<file path="src/logic/reset_supervisor_pkg.sv">
/*
  Shared constants and types for the reset and brown-out supervisor:
  wake-up counts, supply filter timing, boot fetch address, state codes.
  Assumes a single 100 MHz supervisor clock.
*/
package reset_supervisor_pkg;

  // Clock rate
  localparam int CLK_PERIOD_NS    = 10;

  // Wake-up timer lengths in clock cycles
  localparam int WAKE_CYCLES_XTAL = 4096;
  localparam int WAKE_CYCLES_IRC  = 4;

  // Digital hysteresis time on the supply levels, rounded up to cycles
  localparam int HYST_TIME_NS     = 1000;
  localparam int HYST_CYCLES      = (HYST_TIME_NS + CLK_PERIOD_NS - 1) / CLK_PERIOD_NS;

  // Supply thresholds in millivolts, realised by the analog comparators
  localparam int BOD_IRQ_MV       = 2200;
  localparam int BOD_RESET_MV     = 1850;
  localparam int POR_MV           = 1000;

  // First fetch address after internal reset is removed
  localparam logic [31:0] BOOT_FETCH_ADDR = 32'h0000_0000;

  // Bit positions of the synchronised source vector
  localparam int SRC_IRQ          = 0;
  localparam int SRC_BOD_RST      = 1;
  localparam int SRC_POR          = 2;
  localparam int SRC_EXT          = 3;
  localparam int CMP_NUM          = 3;
  localparam int SRC_NUM          = 4;

  // All sources read as asserted until the synchroniser has filled
  localparam logic [SRC_NUM-1:0] SRC_RESET_VALUE = 4'hF;

  // Raw analog comparator outputs, high when the supply is below the level
  typedef struct packed {
    logic below_por;
    logic below_rst;
    logic below_irq;
  } supply_comp_type;

  // Brown-out status toward the interrupt side
  typedef struct packed {
    logic irq;
    logic status;
  } bod_report_type;

  // Supervisor sequence states
  typedef enum logic [3:0] {
    ST_HOLD  = 4'h1,
    ST_WAKE  = 4'h2,
    ST_FLASH = 4'h4,
    ST_RUN   = 4'h8
  } sup_state_type;

endpackage : reset_supervisor_pkg

</file>
<file path="src/logic/level_sync.sv">
/*
  Two-stage level synchroniser, one generate lane per bit.
  Assumes inputs are quasi-static levels; pulses shorter than one clock may be lost.
*/
`timescale 1ns/10ps
module level_sync #(
  parameter int                WIDTH     = 4,
  parameter logic [WIDTH-1:0]  RESET_VAL = '0
) (
  input  wire logic             clock_i,
  input  wire logic             rst_n_i,
  input  wire logic [WIDTH-1:0] async_i,
  output logic      [WIDTH-1:0] sync_o
);

  genvar g;
  generate
    for (g = 0; g < WIDTH; g++) begin : gen_lane
      logic meta_reg;
      logic safe_reg;
      // First flop feeds only the second one
      always_ff @(posedge clock_i) begin
        if (!rst_n_i) begin
          meta_reg <= RESET_VAL[g];
          safe_reg <= RESET_VAL[g];
        end else begin
          meta_reg <= async_i[g];
          safe_reg <= meta_reg;
        end
      end
      assign sync_o[g] = safe_reg;
    end
  endgenerate

endmodule : level_sync

</file>
<file path="src/logic/reset_brownout_supervisor.sv">
/*
  Chip reset and brown-out supervisor: merges the reset sources, runs the
  wake-up timer, sequences release of internal reset and the reset output
  pin, and reports the first brown-out stage.
  Assumes raw comparator outputs and the external reset pin are asynchronous;
  oscillator, flash, watchdog and wake inputs are synchronous to clock_i.
  rst_n_i comes from the power-on cell and is synchronous.
*/
// Contract
// - Four sources each reset the chip
// - Reset drives pin low, starts timer
// - Release needs pin, oscillator, count, flash
// - Pin high after release or supply recovery
// - Fetch starts at boot address zero
// - All registers reset before release
// - Below first level raises brown-out interrupt
// - Interrupt gated by enable, level readable
// - Below second level resets, blocks flash
// - Power-on reset holds below lowest level
// - Brown-out levels filtered with hysteresis
// - External wake leaves power-down mode
// - Wake timer counts 4096 or 4
`timescale 1ns/10ps
module reset_brownout_supervisor
  import reset_supervisor_pkg::*;
#(
  parameter int WAKE_XTAL_CYCLES   = WAKE_CYCLES_XTAL,
  parameter int WAKE_IRC_CYCLES    = WAKE_CYCLES_IRC,
  parameter int HYST_FILTER_CYCLES = HYST_CYCLES
) (
  input  wire logic            clock_i,
  input  wire logic            rst_n_i,
  input  wire logic            ext_reset_n_i,
  input  wire logic            watchdog_reset_i,
  input  wire supply_comp_type supply_comp_i,
  input  wire logic            osc_running_i,
  input  wire logic            osc_sel_irc_i,
  input  wire logic            flash_init_done_i,
  input  wire logic            bod_irq_enable_i,
  input  wire logic            power_down_i,
  input  wire logic            ext_wake_sel_i,
  input  wire logic            ext_wake_en_i,
  input  wire logic            ext_wake_req_i,
  output logic                 reset_out_pin_o,
  output logic                 chip_reset_n_o,
  output logic [31:0]          cpu_fetch_addr_o,
  output logic                 brownout_irq_o,
  output logic                 brownout_status_o,
  output logic                 flash_write_block_o,
  output logic                 wake_o
);

  localparam int CNT_W = $clog2(WAKE_XTAL_CYCLES + 1);
  localparam int HF_W  = $clog2(HYST_FILTER_CYCLES + 1);
  localparam logic [CNT_W-1:0] XTAL_LAST = CNT_W'(WAKE_XTAL_CYCLES - 1);
  localparam logic [CNT_W-1:0] IRC_LAST  = CNT_W'(WAKE_IRC_CYCLES - 1);
  localparam logic [HF_W-1:0]  HF_LAST   = HF_W'(HYST_FILTER_CYCLES - 1);

  logic [SRC_NUM-1:0] raw_vec;
  logic [SRC_NUM-1:0] sync_vec;
  logic [CMP_NUM-1:0] filt_lvl;
  logic               ext_active;
  logic               irq_lvl;
  logic               bod_rst_lvl;
  logic               por_lvl;
  logic               src_active;
  logic               async_hold;
  sup_state_type      state_reg;
  logic [CNT_W-1:0]   wake_cnt_reg;
  logic [CNT_W-1:0]   wake_limit_reg;
  logic [31:0]        fetch_addr_reg;
  bod_report_type     bod_reg;
  logic               wake_reg;

  // Active-high view of every asynchronous source
  assign raw_vec = {~ext_reset_n_i, supply_comp_i.below_por,
                    supply_comp_i.below_rst, supply_comp_i.below_irq};

  // Bring pin and comparator levels into the clock domain
  level_sync #(
    .WIDTH     (SRC_NUM),
    .RESET_VAL (SRC_RESET_VALUE)
  ) u_src_sync (
    .clock_i   (clock_i),
    .rst_n_i   (rst_n_i),
    .async_i   (raw_vec),
    .sync_o    (sync_vec)
  );

  // Supply levels change only after staying put for the filter time,
  // so a supply hovering at a threshold cannot chatter the brown-out outputs; reset and flash block also follow raw levels
  genvar g;
  generate
    for (g = 0; g < CMP_NUM; g++) begin : gen_filt
      logic            lvl_reg;
      logic [HF_W-1:0] cnt_reg;
      always_ff @(posedge clock_i) begin
        if (!rst_n_i) begin
          lvl_reg <= 1'b1;
          cnt_reg <= '0;
        end else if (sync_vec[g] == lvl_reg) begin
          cnt_reg <= '0;
        end else if (cnt_reg == HF_LAST) begin
          lvl_reg <= sync_vec[g];
          cnt_reg <= '0;
        end else begin
          cnt_reg <= cnt_reg + 1'b1;
        end
      end
      assign filt_lvl[g] = lvl_reg;
    end
  endgenerate

  // Source merge
  assign ext_active  = sync_vec[SRC_EXT];
  assign irq_lvl     = filt_lvl[SRC_IRQ];
  assign bod_rst_lvl = filt_lvl[SRC_BOD_RST];
  assign por_lvl     = filt_lvl[SRC_POR];
  assign src_active  = ext_active | por_lvl | bod_rst_lvl | watchdog_reset_i;

  // Raw levels pull reset at once, without waiting for the synchroniser
  assign async_hold  = ~ext_reset_n_i | supply_comp_i.below_por
                     | supply_comp_i.below_rst;

  // Reset sequence; any active source restarts it from the hold state
  always_ff @(posedge clock_i) begin
    if (!rst_n_i) begin
      state_reg <= ST_HOLD;
    end else if (src_active) begin
      state_reg <= ST_HOLD;
    end else begin
      case (state_reg)
        ST_HOLD: begin
          state_reg <= ST_WAKE;
        end
        ST_WAKE: begin
          if ((wake_cnt_reg == wake_limit_reg) && osc_running_i) begin
            state_reg <= ST_FLASH;
          end
        end
        ST_FLASH: begin
          if (flash_init_done_i) begin
            state_reg <= ST_RUN;
          end
        end
        ST_RUN: begin
          state_reg <= ST_RUN;
        end
        default: begin
          state_reg <= ST_HOLD;
        end
      endcase
    end
  end

  // Wake-up timer length follows the selected clock source, taken in hold
  always_ff @(posedge clock_i) begin
    if (!rst_n_i) begin
      wake_limit_reg <= XTAL_LAST;
    end else if (state_reg == ST_HOLD) begin
      wake_limit_reg <= osc_sel_irc_i ? IRC_LAST : XTAL_LAST;
    end
  end

  // Wake-up timer; it saturates so a slow oscillator simply waits
  always_ff @(posedge clock_i) begin
    if (!rst_n_i || (state_reg != ST_WAKE)) begin
      wake_cnt_reg <= '0;
    end else if (wake_cnt_reg != wake_limit_reg) begin
      wake_cnt_reg <= wake_cnt_reg + 1'b1;
    end
  end

  // Internal reset: asserted immediately, released only from the run state.
  // Synchronised sources gate it too: a short dip can clear its raw level just
  // as the filtered copy sets, and the pin must not blip high for that cycle.
  assign chip_reset_n_o  = (state_reg == ST_RUN) & ~src_active & ~async_hold;
  // Pin follows internal reset, so a brown-out reset holds it until recovery
  assign reset_out_pin_o = chip_reset_n_o;

  // Fetch address pinned to the boot vector while reset is held
  always_ff @(posedge clock_i) begin
    if (!rst_n_i || (state_reg != ST_RUN)) begin
      fetch_addr_reg <= BOOT_FETCH_ADDR;
    end
  end
  assign cpu_fetch_addr_o = fetch_addr_reg;

  // First-stage report: status always visible, interrupt only when enabled
  always_ff @(posedge clock_i) begin
    if (!rst_n_i) begin
      bod_reg <= '0;
    end else begin
      bod_reg.status <= irq_lvl;
      bod_reg.irq    <= irq_lvl & bod_irq_enable_i;
    end
  end
  assign brownout_irq_o    = bod_reg.irq;
  assign brownout_status_o = bod_reg.status;

  // Flash writes blocked from the raw edge until the filtered level clears
  assign flash_write_block_o = supply_comp_i.below_rst | bod_rst_lvl | por_lvl;

  // Wake request from the selected external interrupt in power-down
  always_ff @(posedge clock_i) begin
    if (!rst_n_i) begin
      wake_reg <= 1'b0;
    end else begin
      wake_reg <= power_down_i & ext_wake_sel_i & ext_wake_en_i & ext_wake_req_i;
    end
  end
  assign wake_o = wake_reg;
endmodule : reset_brownout_supervisor

</file>
<file path="config.mk">
export PLATFORM = sky130hd
export DESIGN_NAME = reset_brownout_supervisor
export DESIGN_NICKNAME = d
export VERILOG_FILES = /design/src/logic/reset_supervisor_pkg.sv /design/src/logic/level_sync.sv /design/src/logic/reset_brownout_supervisor.sv
export SDC_FILE = /design/constraint.sdc
export NUM_CORES = 1
export LEC_CHECK = 0
export BUFFER_PORTS_ARGS = -buffer_cell sky130_fd_sc_hd__buf_4
export CORE_ASPECT_RATIO = 0.8
export CORE_MARGIN = 2
export CORE_UTILIZATION = 36
export CTS_BUF_LIST = sky130_fd_sc_hd__clkbuf_2
export CTS_CLUSTER_SIZE = 30
export DETAILED_ROUTE_END_ITERATION = 8
export GPL_TIMING_DRIVEN = 1
export PLACE_DENSITY = 0.65
export SYNTH_ARGS = -nofsm -noshare
export SYNTH_HDL_FRONTEND = slang
export SYNTH_HIERARCHICAL = 1
export SYNTH_SLANG_ARGS = --single-unit
export TNS_END_PERCENT = 10
</file>
<file path="constraint.sdc">
create_clock -name clock_i -period 2.49 [get_ports clock_i]
set_clock_uncertainty 0.15 [all_clocks]
set_input_delay 0.1245 -clock clock_i [delete_from_list [all_inputs] [get_ports clock_i]]
set_output_delay 0.1245 -clock clock_i [all_outputs]
set_load 0.05 [all_outputs]
</file>
==> run metrics <==
status complete, no violations; gr ovfl total 0; Core Box Area roughly 6900 sq um; Fin. Hold Viols 0; CTS tree yes; largest net degree at the start of global routing 21; Commonest cells post-synth dfxtp_1, nor2_1, buf_4; post-layout min period 2.23 ns; Rows 27; Final Cycle Share 0.897; fill cell count 711; vias in the first global route 1662; area leader, netlist dfxtp_1; Hold Path Depth 1; max_cap viols 0; Most used DFF post-synth dfxtp_1; Buffers on Ports 20; Final Total Pwr ~1.5 mW; cells on worst reg2reg path 6; register area roughly 1100 sq um; Synth cell types 37; Longest Clk Path Bufs 2; hold crit path type reg -> reg; Die Wd 98.4 um; total number of vias 1808; Sinks on Clock Net 53; first-pass GRT wire length 7160 um; initial core utilization 0.373; crit end category flop; synthesized instance count 276; share of layout cells above drive strength 1 0.115; initial DRC count 66; top cells by area, synth dfxtp_1, buf_4, xnor2_1; Setup-failing EPs final 0; critical-path cell list ha_1 -> and4_1 -> and4bb_1 -> nor3b_4 -> a21o_1 -> a21oi_1; post-synth top area share 0.413; routability cong. roughly 0.8; # diodes 0; Worst-path clk slew 0.27 ns; Final TNS setup 0 ns; max-slew violation count 0; Required @ worst endpoint 2.71 ns; post_cts resized 0; drt first pass iters 4; Critical Path Fanout Max 10; Boundary Pins 53; top-count cell post-synth dfxtp_1; EDFF count, synth 0; Layout Nets 331; final wirelength between 4000 and 5000 um; Skew-Pair Late Insertion Delay 0.44 ns; sequential share of the synthesized area 0.413; largest stage delay on the critical path 0.65 ns; CTS buffer count 5; Routed Antenna Nets 0; achievable clock frequency around 450 MHz; critical path class reg -> reg; DRC Markers 0; slew at the pin with the worst max-slew slack slightly below 0.7 ns; Syn Area/Cell 9.30 sq um; FF+latch count, synth 53; CP max stage cell and4bb_1; routed vias/inst 4.52; P&R area growth vs syn 13.0%; RSZ-0062 raised after global routing no; warnings from Yosys 6; Cell Area, Synth 2570 sq um; antenna violations before repair 0; Tot GR Track Use 0.112; chip height just under 80 um; CP startpoint kind flop; peak supply drop 0.000225 V; max reg flops 21; per-cell routed wire length 10.3 um; leakage power between 1 and 1.5 nW; total die area 7830 sq um; relative slew slack 0.550; ys async rst share 0; hpwl dp 2850 um; Clock Tree Root clkbuf_2; area of the multi-input gates ~1300 sq um; CTS H-tree lvls 2; Pwr Density 515 nW/um^2; critical path arrival 2.45 ns
placed cells by master, fill, tap and decap left out, types with 2 or more instances in the layout:
master         netlist  final
and3_1              10     10
nand4_1              2      2
nor4b_1              3      3
and4_1               3      3
dfxtp_1             53     53
o21ai_0              3      3
buf_4               37     20
nor2_1              39     39
inv_1                6      6
clkbuf_2             0      5
xnor2_1             18     18
nand3_1             19     19
a21o_1               2      2
dlygate4sd3_1        0     20
or3_1                3      3
nand2b_1            10     10
a21oi_1              5      5
nor3_1               5      4
nor3b_1              2      2
conb_1               1     32
xor2_1               9      9
nor2b_1              5      5
nor4b_4              4      4
mux2i_1              4      4
nand2_1             13     13
ha_1                 4      4
layer usage:
layer | GRT usage | up-vias | part of all wire
met5 | 0 | - | 0
met4 | 0.0493 | 0 | 0.017
met3 | 0.0245 | 7 | 0.042
met2 | 0.184 | 46 | 0.43
met1 | 0.142 | 819 | 0.51
li1 | - | 936 | -
final cells by class:
type | instances | area share
tap | 87 | 0.0375
sequential | 53 | 0.366
timing repair buffer | 40 | 0.121
inverter | 6 | 0.00777
multi-input combinational | 206 | 0.443
clock inverter | 3 | 0.0160
clock buffer | 5 | 0.00863
per-stage QoR:
stage | area (sq um) | util | hold slack (ns) | setup WS [ns] | std cells
2_1_floorplan | 2690 | - | 0.0475 | 0.171 | 307
3_3_place_gp | 2630 | 0.381 | 0.168 | 0.380 | 372
3_5_place_dp | 2630 | 0.381 | 0.174 | 0.308 | 372
4_1_cts | 2900 | 0.421 | 0.276 | 0.260 | 400
5_1_grt | 2900 | 0.421 | 0.270 | 0.121 | 400
6_report | 2900 | 0.421 | 0.294 | 0.255 | 400
what timing repair did:
action,in CTS,in global routing
hold endpoints to repair,24,0
setup buffers,0,0
hold buffers,20,0
setup endpoints to repair,0,0
path summary, 6_finish.rpt:
kind / to / from / slack [ns]
worst max-delay path: wake_cnt_reg[8]$_SDFFE_PP0P_ / wake_cnt_reg[0]$_SDFFE_PP0P_ / 0.26
worst min-delay path: u_src_sync/gen_lane[0].safe_reg$_SDFF_PN1_ / u_src_sync/gen_lane[0].meta_reg$_SDFF_PN1_ / 0.29
worst min register to register: u_src_sync/gen_lane[0].safe_reg$_SDFF_PN1_ / u_src_sync/gen_lane[0].meta_reg$_SDFF_PN1_ / 0.29
worst max register to register: wake_cnt_reg[8]$_SDFFE_PP0P_ / wake_cnt_reg[0]$_SDFFE_PP0P_ / 0.26
logic make-up after synthesis:
family / count (synthesis) / share of synthesized area
and+or+nand+nor: 125 / 0.288
AOI/OAI and AO/OA: 14 / 0.0375
buffers and inverters: 48 / 0.133
DFF: 53 / 0.413
xor gates and xnor gates: 27 / 0.0921
adders and majority gates: 4 / 0.0195
muxes: 4 / 0.0156
other: 1 / 0.00146
critical path: cells and delay by family, from the launching register on:
family | cells | cell delay, ns
adder cells (fa/ha/maj) | 1 | 0.25
AND/OR/NAND/NOR | 3 | 0.99
AO/OA/AOI/OAI | 2 | 0.31
flip-flops | 1 | 0.46
report_power, final:
group	switching, mW	internal [mW]	total (mW)
logic	0.132	0.0429	0.175
registers	0.00431	0.862	0.866
clock network	0.281	0.171	0.452
Power figures use the tool's default switching activity.
